**src/core/hwr_pkg.sv**
```systemverilog
/*
 * Shared constants and types of the halt, wake and reset controller:
 * register offsets, field positions, reset values, delay counts, states.
 * Assumes a 40 MHz system clock and a 32-bit AHB-Lite register port.
 */
package hwr_pkg;

	// ------------------------------------------------------------
	// timing
	// ------------------------------------------------------------
	localparam int CLK_PERIOD_NS = 25;
	localparam int WDOG_OSC_PERIOD_NS = 65000;
	// rounded down: the watchdog oscillator is only approximate anyway
	localparam int WDOG_TICK_CYCLES = WDOG_OSC_PERIOD_NS / CLK_PERIOD_NS;
	localparam int STARTUP_CYCLES = 1024;

	// ------------------------------------------------------------
	// register map (byte offsets)
	// ------------------------------------------------------------
	localparam logic [7:0] OFS_CTRL = 8'h00;
	localparam logic [7:0] OFS_STATUS = 8'h04;
	localparam logic [7:0] OFS_EVT = 8'h08;
	localparam logic [7:0] OFS_MASK = 8'h0C;

	localparam int CTRL_WAKE_LSB = 0;
	localparam int CTRL_WAKE_W = 8;
	localparam int CTRL_WOSC_BIT = 8;
	localparam logic [7:0] CTRL_WAKE_RST = 8'h00;
	localparam logic CTRL_WOSC_RST = 1'b1;

	localparam int ST_TO_BIT = 0;
	localparam int ST_PDF_BIT = 1;
	localparam int ST_STATE_LSB = 4;

	localparam int EV_PORT = 0;
	localparam int EV_INT = 1;
	localparam int EV_WDT_HALT = 2;
	localparam int EV_EXT = 3;
	localparam int EV_WDT_RUN = 4;
	localparam int EVT_W = 5;
	localparam logic [4:0] EVT_MASK_RST = 5'h00;

	// ------------------------------------------------------------
	// types
	// ------------------------------------------------------------
	typedef enum logic [2:0] {
		ST_POR = 3'b000,
		ST_RUN = 3'b001,
		ST_HALT = 3'b010,
		ST_WAKE = 3'b011,
		ST_EXT = 3'b100
	} hwr_state_t;

	typedef enum logic [1:0] {
		WK_NONE = 2'b00,
		WK_NEXT = 2'b01,
		WK_INT = 2'b10
	} hwr_wake_t;

endpackage

```
**src/core/hwr_ctrl.sv**
```systemverilog
/*
 * Halt, wake-up and reset controller of a small microcontroller.
 * Assumes the core pulses HALT_REQ / WDOG_CLR_INSTR for one cycle, the
 * watchdog pulses WDOG_OVF, and the external init pin is synchronous.
 */
`timescale 1ns/1ps
// Summary of operation
// - halt stops the system oscillator; watchdog oscillator runs when selected.
// - while halted, core state and port levels are frozen.
// - entering halt clears the watchdog when it runs from its own oscillator.
// - halt sets the power-down flag and clears the timeout flag.
// - halt ends on external reset, interrupt, port A fall or watchdog overflow.
// - power-down flag cleared at power-up and by the watchdog clear instruction.
// - watchdog overflow in halt is a warm reset, timeout flag set.
// - a watchdog time-out in run or halt sets the timeout flag.
// - external reset always performs a full initialization.
// - each port A bit enables wake; port wake resumes at next instruction.
// - interrupt wake resumes next if disabled or stack full, else interrupts.
// - an interrupt already pending at halt entry cannot wake the device.
// - every wake waits 1024 system clocks before resuming.
// - power-up waits 1024 system clocks for the oscillator.
// - timeout and power-down flags encode the reset cause.
// - chip reset initializes core state; watchdog cleared, then counts.
// - watchdog overflow in normal run performs full reset, sets timeout.
module hwr_ctrl #(
	parameter int PORT_W = 8,
	parameter int INT_W = 5,
	parameter int WDOG_DIV = hwr_pkg::WDOG_TICK_CYCLES,
	parameter int STARTUP = hwr_pkg::STARTUP_CYCLES
) (
	// clock and reset
	input wire logic CLK,
	input wire logic RST,
	// AHB-Lite slave
	input wire logic HSEL,
	input wire logic [31:0] HADDR,
	input wire logic [1:0] HTRANS,
	input wire logic HWRITE,
	input wire logic [2:0] HSIZE,
	input wire logic [31:0] HWDATA,
	input wire logic HREADY,
	output logic [31:0] HRDATA,
	output logic HREADYOUT,
	output logic HRESP,
	// core
	input wire logic HALT_REQ,
	input wire logic WDOG_CLR_INSTR,
	input wire logic [INT_W-1:0] INT_REQ,
	input wire logic [INT_W-1:0] INT_EN,
	input wire logic INT_MASTER_EN,
	input wire logic STACK_FULL,
	output logic CORE_HOLD,
	output logic FULL_RESET,
	output logic WARM_RESET,
	output logic RESUME_NEXT,
	output logic INT_RESPONSE,
	output logic PORT_HOLD,
	// watchdog and oscillators
	input wire logic WDOG_OVF,
	output logic WDOG_CLEAR,
	output logic SYS_OSC_EN,
	output logic WDOG_OSC_RUN,
	// pins
	input wire logic EXTERNAL_INIT_PIN_N,
	input wire logic [PORT_W-1:0] PORTA_IN,
	// status
	output logic WATCHDOG_TIMEOUT_FLAG,
	output logic POWER_DOWN_FLAG,
	output logic IRQ
);

	// ------------------------------------------------------------
	// declarations
	// ------------------------------------------------------------
	localparam int DW = $clog2(WDOG_DIV + 1);
	localparam int HW = $clog2(STARTUP + 1);

	hwr_pkg::hwr_state_t state_q, state_d;
	hwr_pkg::hwr_wake_t kind_q, kind_d;
	logic from_halt_q, from_halt_d;
	logic [INT_W-1:0] pend_at_halt_q;
	logic to_q, pdf_q;
	logic [PORT_W-1:0] wake_en_q;
	logic wosc_sel_q, wtick_q, port_fall, dly_done, dly_start, ext_low, rd_take, acc_wr_q;
	logic [hwr_pkg::EVT_W-1:0] evt_q, evt_mask_q, evt_set, evt_clr;
	logic [DW-1:0] div_q;
	logic ev_halt, ev_ext_halt, ev_wdt_run, ev_wdt_halt, ev_int_wake, ev_port_wake;
	logic [INT_W-1:0] int_wake_src;
	logic [7:0] acc_addr_q;

	// highest priority source: lowest index set
	function automatic logic [INT_W-1:0] lowest(input logic [INT_W-1:0] v);
		lowest = v & (~v + INT_W'(1));
	endfunction

	// ------------------------------------------------------------
	// watchdog oscillator tick and port wake
	// ------------------------------------------------------------
	// without its own oscillator the port is sampled every system clock
	always_ff @(posedge CLK or posedge RST) begin
		if (RST) begin
			div_q <= '0;
			wtick_q <= 1'b0;
		end else if (!wosc_sel_q || div_q == DW'(WDOG_DIV - 1)) begin
			div_q <= '0;
			wtick_q <= 1'b1;
		end else begin
			div_q <= div_q + DW'(1);
			wtick_q <= 1'b0;
		end
	end

	hwr_port_wake #(.W(PORT_W)) u_port_wake (
		.clk(CLK), .rst(RST), .tick(wtick_q),
		.pins(PORTA_IN), .enable(wake_en_q), .fall_q(port_fall)
	);

	hwr_startup_timer #(.CYCLES(STARTUP)) u_startup (
		.clk(CLK), .rst(RST), .start(dly_start), .done(dly_done)
	);

	// ------------------------------------------------------------
	// events and sequencer
	// ------------------------------------------------------------
	assign ext_low = !EXTERNAL_INIT_PIN_N;
	assign int_wake_src = lowest(INT_REQ & ~pend_at_halt_q);
	assign ev_halt = (state_q == hwr_pkg::ST_RUN) && !ext_low && !WDOG_OVF && HALT_REQ;
	assign ev_wdt_run = (state_q == hwr_pkg::ST_RUN) && !ext_low && WDOG_OVF;
	assign ev_ext_halt = (state_q == hwr_pkg::ST_HALT) && ext_low;
	assign ev_wdt_halt = (state_q == hwr_pkg::ST_HALT) && !ext_low && WDOG_OVF;
	assign ev_int_wake = (state_q == hwr_pkg::ST_HALT) && !ext_low && !WDOG_OVF
		&& (|int_wake_src);
	assign ev_port_wake = (state_q == hwr_pkg::ST_HALT) && !ext_low && !WDOG_OVF
		&& !(|int_wake_src) && port_fall;
	assign dly_start = (state_d == hwr_pkg::ST_WAKE) && (state_q != hwr_pkg::ST_WAKE);

	always_comb begin
		state_d = state_q;
		kind_d = kind_q;
		from_halt_d = from_halt_q;
		if (ext_low && state_q != hwr_pkg::ST_EXT) begin
			state_d = hwr_pkg::ST_EXT;
			kind_d = hwr_pkg::WK_NONE;
			from_halt_d = (state_q == hwr_pkg::ST_HALT);
		end else begin
			unique case (state_q)
				hwr_pkg::ST_POR: if (dly_done) state_d = hwr_pkg::ST_RUN;
				hwr_pkg::ST_RUN: if (ev_halt) state_d = hwr_pkg::ST_HALT;
				hwr_pkg::ST_HALT: begin
					if (ev_wdt_halt || ev_int_wake || ev_port_wake) begin
						state_d = hwr_pkg::ST_WAKE;
					end
					if (ev_int_wake && INT_MASTER_EN && |(int_wake_src & INT_EN) && !STACK_FULL) begin
						kind_d = hwr_pkg::WK_INT;
					end else if (ev_int_wake || ev_port_wake) begin
						kind_d = hwr_pkg::WK_NEXT;
					end else if (ev_wdt_halt) begin
						kind_d = hwr_pkg::WK_NONE;
					end
				end
				hwr_pkg::ST_WAKE: if (dly_done) state_d = hwr_pkg::ST_RUN;
				// only a wake from halt pays the start-up delay
				hwr_pkg::ST_EXT: if (!ext_low) state_d = from_halt_q ? hwr_pkg::ST_WAKE : hwr_pkg::ST_RUN;
				default: state_d = hwr_pkg::ST_POR;
			endcase
		end
	end

	always_ff @(posedge CLK or posedge RST) begin
		if (RST) begin
			state_q <= hwr_pkg::ST_POR;
			kind_q <= hwr_pkg::WK_NONE;
			from_halt_q <= 1'b0;
		end else begin
			state_q <= state_d;
			kind_q <= kind_d;
			from_halt_q <= from_halt_d;
		end
	end

	// requests already raised at halt entry lose their wake power
	always_ff @(posedge CLK or posedge RST) begin
		if (RST) begin
			pend_at_halt_q <= '0;
		end else if (ev_halt) begin
			pend_at_halt_q <= INT_REQ;
		end
	end

	// ------------------------------------------------------------
	// reset-cause flags
	// ------------------------------------------------------------
	// set beats clear when a time-out meets a clearing event
	always_ff @(posedge CLK or posedge RST) begin
		if (RST) begin
			to_q <= 1'b0;
			pdf_q <= 1'b0;
		end else begin
			if (ev_wdt_run || ev_wdt_halt) to_q <= 1'b1;
			else if (ev_halt || ev_ext_halt) to_q <= 1'b0;
			// a time-out or init pin in run must leave the power-down flag alone
			if (ev_halt || ev_ext_halt || ev_wdt_halt) begin
				pdf_q <= 1'b1;
			end else if (WDOG_CLR_INSTR && state_q == hwr_pkg::ST_RUN && !ext_low && !WDOG_OVF) begin
				pdf_q <= 1'b0;
			end
		end
	end

	// ------------------------------------------------------------
	// outputs to core, watchdog and oscillators
	// ------------------------------------------------------------
	always_ff @(posedge CLK or posedge RST) begin
		if (RST) begin
			SYS_OSC_EN <= 1'b1;
			CORE_HOLD <= 1'b1;
			PORT_HOLD <= 1'b0;
			FULL_RESET <= 1'b1;
			WARM_RESET <= 1'b0;
			WDOG_CLEAR <= 1'b1;
			RESUME_NEXT <= 1'b0;
			INT_RESPONSE <= 1'b0;
			WDOG_OSC_RUN <= hwr_pkg::CTRL_WOSC_RST;
		end else begin
			SYS_OSC_EN <= (state_d != hwr_pkg::ST_HALT);
			WDOG_OSC_RUN <= wosc_sel_q;
			CORE_HOLD <= (state_d != hwr_pkg::ST_RUN);
			PORT_HOLD <= (state_d == hwr_pkg::ST_HALT);
			FULL_RESET <= (state_d == hwr_pkg::ST_POR) || (state_d == hwr_pkg::ST_EXT)
				|| ev_wdt_run;
			WARM_RESET <= ev_wdt_halt;
			// cleared while reset is held, counts once it lets go
			WDOG_CLEAR <= (state_d == hwr_pkg::ST_POR) || (state_d == hwr_pkg::ST_EXT)
				|| ev_wdt_run || (ev_halt && wosc_sel_q);
			RESUME_NEXT <= (state_q == hwr_pkg::ST_WAKE) && dly_done
				&& (kind_q == hwr_pkg::WK_NEXT);
			INT_RESPONSE <= (state_q == hwr_pkg::ST_WAKE) && dly_done
				&& (kind_q == hwr_pkg::WK_INT);
		end
	end

	assign WATCHDOG_TIMEOUT_FLAG = to_q;
	assign POWER_DOWN_FLAG = pdf_q;

	// ------------------------------------------------------------
	// event status and interrupt
	// ------------------------------------------------------------
	assign evt_set = {ev_wdt_run, ev_ext_halt, ev_wdt_halt, ev_int_wake, ev_port_wake};
	assign rd_take = HSEL && HREADY && HTRANS[1] && !HWRITE;
	assign evt_clr = (rd_take && HADDR[7:0] == hwr_pkg::OFS_EVT) ? '1 : '0;

	always_ff @(posedge CLK or posedge RST) begin
		if (RST) begin
			evt_q <= '0;
			IRQ <= 1'b0;
		end else begin
			evt_q <= (evt_q & ~evt_clr) | evt_set;
			IRQ <= |(((evt_q & ~evt_clr) | evt_set) & evt_mask_q);
		end
	end

	// ------------------------------------------------------------
	// AHB-Lite slave, zero wait states
	// ------------------------------------------------------------
	always_ff @(posedge CLK or posedge RST) begin
		if (RST) begin
			acc_wr_q <= 1'b0;
			acc_addr_q <= 8'h00;
			HRDATA <= 32'h0000_0000;
		end else begin
			acc_wr_q <= HSEL && HREADY && HTRANS[1] && HWRITE;
			if (HSEL && HREADY && HTRANS[1]) begin
				acc_addr_q <= HADDR[7:0];
			end
			HRDATA <= 32'h0000_0000;
			if (rd_take) begin
				unique case (HADDR[7:0])
					hwr_pkg::OFS_CTRL: begin
						HRDATA[hwr_pkg::CTRL_WAKE_LSB +: hwr_pkg::CTRL_WAKE_W] <= wake_en_q;
						HRDATA[hwr_pkg::CTRL_WOSC_BIT] <= wosc_sel_q;
					end
					hwr_pkg::OFS_STATUS: begin
						HRDATA[hwr_pkg::ST_TO_BIT] <= to_q;
						HRDATA[hwr_pkg::ST_PDF_BIT] <= pdf_q;
						HRDATA[hwr_pkg::ST_STATE_LSB +: 3] <= state_q;
					end
					hwr_pkg::OFS_EVT: HRDATA[hwr_pkg::EVT_W-1:0] <= evt_q;
					hwr_pkg::OFS_MASK: HRDATA[hwr_pkg::EVT_W-1:0] <= evt_mask_q;
					default: HRDATA <= 32'h0000_0000;
				endcase
			end
		end
	end

	always_ff @(posedge CLK or posedge RST) begin
		if (RST) begin
			wake_en_q <= hwr_pkg::CTRL_WAKE_RST;
			wosc_sel_q <= hwr_pkg::CTRL_WOSC_RST;
			evt_mask_q <= hwr_pkg::EVT_MASK_RST;
		end else if (acc_wr_q) begin
			if (acc_addr_q == hwr_pkg::OFS_CTRL) begin
				wake_en_q <= HWDATA[hwr_pkg::CTRL_WAKE_LSB +: hwr_pkg::CTRL_WAKE_W];
				wosc_sel_q <= HWDATA[hwr_pkg::CTRL_WOSC_BIT];
			end
			if (acc_addr_q == hwr_pkg::OFS_MASK) evt_mask_q <= HWDATA[hwr_pkg::EVT_W-1:0];
		end
	end

	assign HREADYOUT = 1'b1;
	assign HRESP = 1'b0;

	// ------------------------------------------------------------
	// checks
	// ------------------------------------------------------------
	logic [HW-1:0] hold_cnt_q;

	always_ff @(posedge CLK or posedge RST) begin
		if (RST) begin
			hold_cnt_q <= '0;
		end else if (state_q != state_d) begin
			hold_cnt_q <= '0;
		end else if (state_q == hwr_pkg::ST_WAKE || state_q == hwr_pkg::ST_POR) begin
			hold_cnt_q <= hold_cnt_q + HW'(1);
		end
	end
endmodule // hwr_ctrl

```
**src/core/hwr_startup_timer.sv**
```systemverilog
/*
 * Start-up delay timer: counts a fixed number of system clocks.
 * Assumes start is a one-cycle pulse; busy out of reset for the power-up delay.
 */
`timescale 1ns/1ps
module hwr_startup_timer #(
	parameter int CYCLES = hwr_pkg::STARTUP_CYCLES
) (
	// clock and reset
	input wire logic clk,
	input wire logic rst,
	// control
	input wire logic start,
	output logic done
);
	localparam int CW = $clog2(CYCLES + 1);
	localparam logic [CW-1:0] LAST = CW'(CYCLES - 1);

	logic [CW-1:0] cnt_q;
	logic busy_q;

	assign done = busy_q && (cnt_q == LAST);

	// busy out of reset: power-up must wait the full delay too
	always_ff @(posedge clk or posedge rst) begin
		if (rst) begin
			busy_q <= 1'b1;
			cnt_q <= '0;
		end else if (start) begin
			busy_q <= 1'b1;
			cnt_q <= '0;
		end else if (done) begin
			busy_q <= 1'b0;
		end else if (busy_q) begin
			cnt_q <= cnt_q + CW'(1);
		end
	end

endmodule // hwr_startup_timer

```
**src/core/hwr_port_wake.sv**
```systemverilog
/*
 * Port A falling-edge wake detector, sampled on each tick (watchdog rate, or every clock without the watchdog oscillator).
 * Assumes pins synchronous to the clock; tick is a one-cycle enable.
 */
`timescale 1ns/1ps
module hwr_port_wake #(
	parameter int W = 8
) (
	// clock and reset
	input wire logic clk,
	input wire logic rst,
	// sampling
	input wire logic tick,
	input wire logic [W-1:0] pins,
	input wire logic [W-1:0] enable,
	output logic fall_q
);
	logic [W-1:0] prev_q;

	// idle-high port pins assumed at reset, so no false edge
	always_ff @(posedge clk or posedge rst) begin
		if (rst) begin
			prev_q <= '1;
			fall_q <= 1'b0;
		end else begin
			fall_q <= 1'b0;
			if (tick) begin
				prev_q <= pins;
				fall_q <= |(prev_q & ~pins & enable);
			end
		end
	end

endmodule // hwr_port_wake

```
**config.mk**
```make
export PLATFORM = sky130hd
export DESIGN_NAME = hwr_ctrl
export DESIGN_NICKNAME = d
export VERILOG_FILES = /design/src/core/hwr_pkg.sv /design/src/core/hwr_ctrl.sv /design/src/core/hwr_startup_timer.sv /design/src/core/hwr_port_wake.sv
export SDC_FILE = /design/constraint.sdc
export NUM_CORES = 1
export LEC_CHECK = 0
export BUFFER_PORTS_ARGS = -buffer_cell sky130_fd_sc_hd__buf_2
export CAP_MARGIN = 20
export CORE_ASPECT_RATIO = 1.4
export CORE_MARGIN = 2
export CORE_UTILIZATION = 30
export DETAILED_ROUTE_END_ITERATION = 10
export SKIP_LAST_GASP = 1
export SLEW_MARGIN = 20
export SYNTH_ARGS = -nofsm -noshare
export SYNTH_HDL_FRONTEND = slang
export SYNTH_SLANG_ARGS = --single-unit
```
**constraint.sdc**
```tcl
create_clock -name CLK -period 2.5 [get_ports CLK]
set_input_delay 0 -clock CLK [delete_from_list [all_inputs] [get_ports CLK]]
set_output_delay 0 -clock CLK [all_outputs]
set_load 0.005 [all_outputs]
```
==> impl_metrics.env, run 1 <==
export IMPL_rsz0062_at_grt="no"
export IMPL_setup_violations=0
export IMPL_drt_initial_drc_count=61
export IMPL_drtAntennaViolNets=0
export IMPL_cts_root_buf="clkbuf_16"
export IMPL_maxCapViolCount=0
export IMPL_io_buffer_count=67
export IMPL_ys_ff_latch=94
export IMPL_cts_buffer_depth=2
export IMPL_vias_per_cell=4.62
export IMPL_gp_congestion=0.788
export IMPL_finClkSkew_ns=0.00502
export IMPL_cts_resized=0
export IMPL_drt_first_pass_iters=4
export IMPL_dieArea_um2=15900
export IMPL_crit_arrival_ns=2.49
export IMPL_yosysWarningCount=0
export IMPL_syn_area_per_cell_um2=11.6
export IMPL_vias=3156
export IMPL_fin_crit_sh=0.885
export IMPL_core_um2=14500
export IMPL_final_nets=589
export IMPL_grt_pass1_wl_mm=15.7
export IMPL_grt_usage=0.128
export IMPL_dp_cells=634
export IMPL_slew_viol_final=0
export IMPL_power_leakage_nw=2.55
export IMPL_synthToLayoutAreaGrowth_pct=24.7
export IMPL_start_util=0.309
export IMPL_grt_overflow_total=0
export IMPL_cts_sinks=94
export IMPL_finalCriticalPeriod_ns=2.21
export IMPL_cts_reportedPaths_clkPinSlew_ns=0.06
export IMPL_hold_buffers=33
export IMPL_hold_viol=0
export IMPL_clock_latency_ns=0.34
export IMPL_diodes=0
export IMPL_wl_per_cell_um=14.5
export IMPL_final_common_cell="dfrtp_1"
export IMPL_cts_htree_levels=3
export IMPL_drc=0
export IMPL_tightest_slew_ns=0.694
export IMPL_grt_max_degree=43
export IMPL_ioPinCount=144
export IMPL_cts_tree="built"
export IMPL_crit_type="reg2reg"
export IMPL_async_reset_ff_frac=1.00
export IMPL_cts_buffers=9
export IMPL_drt_wl_total_mm=9.92
export IMPL_start_kind="register"
export IMPL_worstSetupEndpointType="register"
export IMPL_num_rows=52
export IMPL_drive_gt1_frac=0.318
export IMPL_synth_area_um2=4480
export IMPL_grt_pass1_vias=3132
export IMPL_postCtsSetupRepairBufs=0
export IMPL_ir_drop_v=0.000339
export IMPL_cp_required_ns=2.78
export IMPL_fmax_mhz=452
export IMPL_dp_hpwl_mm=7.34
export IMPL_hp_class="in2reg"
export IMPL_synth_edf_count=0
export IMPL_path_max_fanout=6
export IMPL_max_slew_margin_rel=0.532
export IMPL_chipWidth_um=107
export IMPL_synth_cells=386
export IMPL_fp_dieH_um=149
export IMPL_setup_tns_ns=0
export IMPL_antenna_found_initial=0
export IMPL_power_density_nw_per_um2=686
export IMPL_hold_slack_ns=0.0232
export IMPL_mostFrequentLayoutCells="dfrtp_1 (79), buf_2 (67), nor2_1 (42), mux2_2 (38), dlygate4sd3_1 (33)"
export IMPL_outcome="complete, no violations"
export IMPL_ys_seq_area_frac=0.529
export IMPL_yosysUniqueCellTypes=61
export IMPL_fin_cells=683
export IMPL_synth_flop_cell="dfrtp_1"
-- report_power, final --
part	switching, mW	internal (mW)
logic	0.254	0.303
clock network	0.561	0.802
registers	0.173	1.74
total	0.988	2.85
-- sequential cells by signal, indices dropped and copies added, names as in the netlist, 2 cells and up --
register,cells
HRDATA,9
u_port_wake.prev_q,8
kind_q,2
wake_en_q,8
evt_mask_q,5
div_q,12
u_startup.cnt_q,11
evt_q,5
acc_addr_q,8
state_q,3
pend_at_halt_q,5
-- Yosys cell counts (2+ instances only) --
master    instances  share of area
and2_1            3         0.0042
a221o_1           2         0.0045
conb_1            2         0.0017
and4bb_2          2         0.0056
a21o_2            4         0.0078
nand2b_1          9          0.013
mux2i_1           4         0.0089
and3_1            4         0.0056
mux4_2            3          0.015
xor2_1            7          0.014
nor3_1            9          0.010
and2b_2           2         0.0039
and3b_1           3         0.0059
inv_1            11         0.0092
or3_1             2         0.0028
nor4_1            3         0.0042
a211o_1           2         0.0039
clkbuf_1          6         0.0050
o21ai_0           5         0.0056
nor2b_1           3         0.0042
dfrtp_1          79           0.44
nor2_1           42          0.035
xnor2_1          10          0.020
nor4b_1           4         0.0078
nand4_1           6         0.0084
nand3_1          12          0.013
a211oi_1          2         0.0034
a21oi_1           4         0.0045
ha_1              2         0.0056
mux2_2           38          0.096
nor3b_1           4         0.0067
nand2_1          18          0.015
buf_4            25          0.042
a22oi_1           4         0.0067
dfstp_2          15          0.088
o31a_1            2         0.0039
nand3b_1          6          0.010
buf_2             4         0.0045
-- kinds of logic (layout without fill, tap and decap cells) --
kind of cell / count (synthesis) / count (layout) / synth area share
simple gates: 141 / 141 / 0.179
mux: 45 / 45 / 0.120
compound gates: 38 / 38 / 0.0698
flops: 94 / 94 / 0.529
other cells: 2 / 25 / 0.00168
xor+xnor: 17 / 17 / 0.0332
buf+inv: 47 / 132 / 0.0615
fa+ha+maj: 2 / 2 / 0.00559
-- per-stage QoR --
stage / area [um^2] / util / power, mW / setup WS, ns
CTS: 5590 / 0.385 / 3.89 / 0.307
detailed placement: 4950 / 0.341 / 2.47 / 0.326
global route: 5590 / 0.385 / 4.05 / 0.180
floorplan: 4570 / - / 2.29 / 0.0762
finish: 5590 / 0.385 / 3.83 / 0.289
global placement: 4950 / 0.341 / 2.44 / 0.320
-- critical path: stages (launching register included) --
cell and delay, ns:
dfrtp_1 0.44, buf_4 0.19, and4bb_2 0.30, nor2b_1 0.20, o21a_1 0.22, o2111ai_1 0.15, dlygate4sd3_1 0.59, nand2_1 0.06
-- area by class of cell --
type                       instances  area [um^2]
inverter                          11         42.5
timing repair buffer             105          716
sequential                        94         2370
tap                              189          236
fill                            1415         8920
clock buffer                      11          243
clock inverter                     5         58.8
multi-input combinational        268         1920
-- metal layers --
layer  vias to the layer above  global-route usage  share of wire
met5                         -                   0              0
met4                         0              0.0461          0.016
met3                        11              0.0263          0.047
met2                        81               0.218           0.50
met1                      1530               0.159           0.44
li1                       1534                   -              -
-- worst paths after layout --
check | slack, ns | start | cells past startpoint | to
worst max-delay path | 0.29 | state_q[1] | 7 | kind_q[1]
worst min-delay path | 0.02 | WDOG_CLR_INSTR | 4 | POWER_DOWN_FLAG
worst max register to register | 0.29 | state_q[1] | 7 | kind_q[1]
worst min register to register | 0.43 | wosc_sel_q | 0 | WDOG_OSC_RUN
max in group asynchronous | 1.50 | RST | 4 | wosc_sel_q
min in group asynchronous | 0.24 | RST | 3 | u_startup.cnt_q[1]
Note: power is estimated with default switching activity, not from simulation.
==> run 2, diff against run 1 <==
Settings changed: MAX_ROUTING_LAYER set to met4.
Clock period 2.5 ns to 1.9 ns, I/O delays scaled along.
==> run 2 against run 1 <==
Effect of this change:
- fmax rose by 21%
- sequential cell count did not move
- highest routed layer unchanged
- clock-buffer cell count rose by 1
- global-route usage rose by 1.0 points
- via count rose by 3.8%
- die area did not move
- non-clock buffer count rose by 20
- sequential share of layout area fell by 1.6 points
- core utilization rose by 1.5 points
- cell count rose by 2.9%
==> impl_metrics.env, run 2 (synthesis gave the netlist of run 1 again) <==
export IMPL_power_density_nw_per_um2=866
export IMPL_ff2ff_setup_slack_ns=0.07
export IMPL_top_regs="div_q: 12 flops, u_startup.cnt_q: 11 flops, HRDATA: 9 flops"
export IMPL_critical_path_slowest_cell="or4_4"
export IMPL_dp_cells=651
export IMPL_rsz0062_at_grt="yes"
export IMPL_p_total_mw=5.02
export IMPL_top_layer="met4"
export IMPL_fmax_mhz=547
export IMPL_multi_input_area_um2=2010
export IMPL_fp_dieH_um=149
export IMPL_wl_met2_mm=5.54
export IMPL_crit_type="reg2reg"
export IMPL_vias=3277
export IMPL_core_um2=14500
export IMPL_drt_first_pass_iters=4
export IMPL_crit_arrival_ns=2.06
export IMPL_ioPinCount=144
export IMPL_finalCriticalPeriod_ns=1.83
export IMPL_hp_class="in2reg"
export IMPL_cts_buffers=9
export IMPL_start_util=0.309
export IMPL_outcome="complete, no violations"
export IMPL_clock_latency_ns=0.34
export IMPL_path_max_fanout=3
export IMPL_holdPathEnd="HRDATA[7]"
export IMPL_rr_worst_depth=6
export IMPL_path_cells="ha_4 -> nand4_1 -> or4_4 -> a311oi_4 -> nor2_2 -> and3_1"
export IMPL_drive_gt1_frac=0.370
export IMPL_diodes=0
export IMPL_antenna_found_initial=0
export IMPL_r2r_end="PORT_HOLD"
export IMPL_drt_initial_drc_count=111
export IMPL_ir_drop_v=0.000367
export IMPL_hold_viol=0
export IMPL_largest_reg_flops=12
export IMPL_cts_root_buf="clkbuf_16"
export IMPL_wl_per_cell_um=14.7
export IMPL_num_rows=52
export IMPL_dp_hpwl_mm=7.40
export IMPL_fin_crit_sh=0.963
export IMPL_grt_overflow_total=0
export IMPL_tightest_slew_ns=0.655
export IMPL_max_slew_margin_rel=0.559
export IMPL_drt_wl_total_mm=10.3
export IMPL_hold_depth=2
export IMPL_cts_htree_levels=3
export IMPL_power_leakage_nw=2.65
export IMPL_slew_viol_final=0
export IMPL_top_register="div_q"
export IMPL_cp_required_ns=2.13
export IMPL_cts_reportedPaths_clkPinSlew_ns=0.06
export IMPL_hold_start="HADDR[3]"
export IMPL_finClkSkew_ns=0.00594
export IMPL_synthToLayoutAreaGrowth_pct=29.6
export IMPL_io_buffer_count=67
export IMPL_drtAntennaViolNets=0
export IMPL_wl_met3_um=347
export IMPL_vias_per_cell=4.66
export IMPL_reg2reg_from="u_startup.cnt_q[1]"
export IMPL_grt_max_degree=95
export IMPL_mostFrequentLayoutCells="dfrtp_1 (79), buf_2 (67), nor2_1 (40), mux2_2 (38), dlygate4sd3_1 (34)"
export IMPL_crit_path_max_incr_delay_ns=0.52
export IMPL_drc=0
export IMPL_chipWidth_um=107
export IMPL_maxCapViolCount=0
export IMPL_cts_sinks=94
export IMPL_grt_usage=0.138
export IMPL_grt_pass1_wl_mm=16.4
export IMPL_worstSetupEndpointType="register"
export IMPL_fillCellCount=1405
export IMPL_final_common_cell="dfrtp_1"
export IMPL_fin_cells=703
export IMPL_dieArea_um2=15900
export IMPL_gp_congestion=0.841
export IMPL_final_nets=609
export IMPL_regArea_um2=2370
export IMPL_wl_met1_mm=4.27
export IMPL_cts_buffer_depth=2
export IMPL_cts_tree="built"
export IMPL_start_kind="register"
export IMPL_setup_violations=0
export IMPL_grt_pass1_vias=3277
[run 2: how the worst max path moves through the flow]
stage / start / end / slack [ns] / cells after the start
after floorplan: u_startup.cnt_q[0] / PORT_HOLD / 0.01 / 6
after CTS: u_startup.cnt_q[0] / PORT_HOLD / 0.001 / 6
after detailed placement: u_startup.cnt_q[0] / PORT_HOLD / -0.04 / 6
after global placement: u_startup.cnt_q[0] / INT_RESPONSE / -0.001 / 5
final: u_startup.cnt_q[1] / PORT_HOLD / 0.07 / 6
after global routing: u_startup.cnt_q[0] / PORT_HOLD / -0.03 / 6
[run 2: where the power goes]
group	switching [mW]	total [mW]	internal, mW
combinational	0.382	0.851	0.469
sequential	0.229	2.52	2.29
clock	0.734	1.65	0.919
[run 2: timing repair]
item	in CTS	in global routing
hold buffers	34	0
hold endpoints to repair	116	0
gates resized for setup	10	9
endpoints found under the setup margin	25	22
buffers inserted	0	1
gates cloned	1	0
pin swaps	1	5
[run 2: routing by layer]
layer	up-vias	global-route usage
met5	-	-
met4	0	0.0545
met3	13	0.0184
met2	73	0.237
met1	1622	0.162
li1	1569	-
[run 2: through the flow]
stage                util  setup WS (ns)  TNS (ns)  instance area, um^2  hold WS [ns]
global route        0.400        -0.0309    -0.106                 5800        0.0824
finish              0.400         0.0703         0                 5800        0.0592
CTS                 0.396        0.00108         0                 5750        0.0483
detailed placement  0.351        -0.0406    -0.228                 5090         0.188
floorplan               -         0.0100         0                 4580         0.129
global placement    0.351       -0.00135  -0.00135                 5090         0.182
[run 2: layout make-up]
cell class / instances / area share
Clock buffer: 12 / 0.0425
Sequential cell: 94 / 0.409
Inverter: 11 / 0.00776
Clock inverter: 4 / 0.00410
Timing Repair Buffer: 125 / 0.150
Multi-Input combinational cell: 268 / 0.347
Tap cell: 189 / 0.0408
[run 2: critical path: cells and delay by family, from the launching register on]
kind	cells	cell delay (ns)
AOI/OAI and AO/OA	1	0.31
adders and majority gates	1	0.15
and+or+nand+nor	4	0.87
DFF	1	0.39
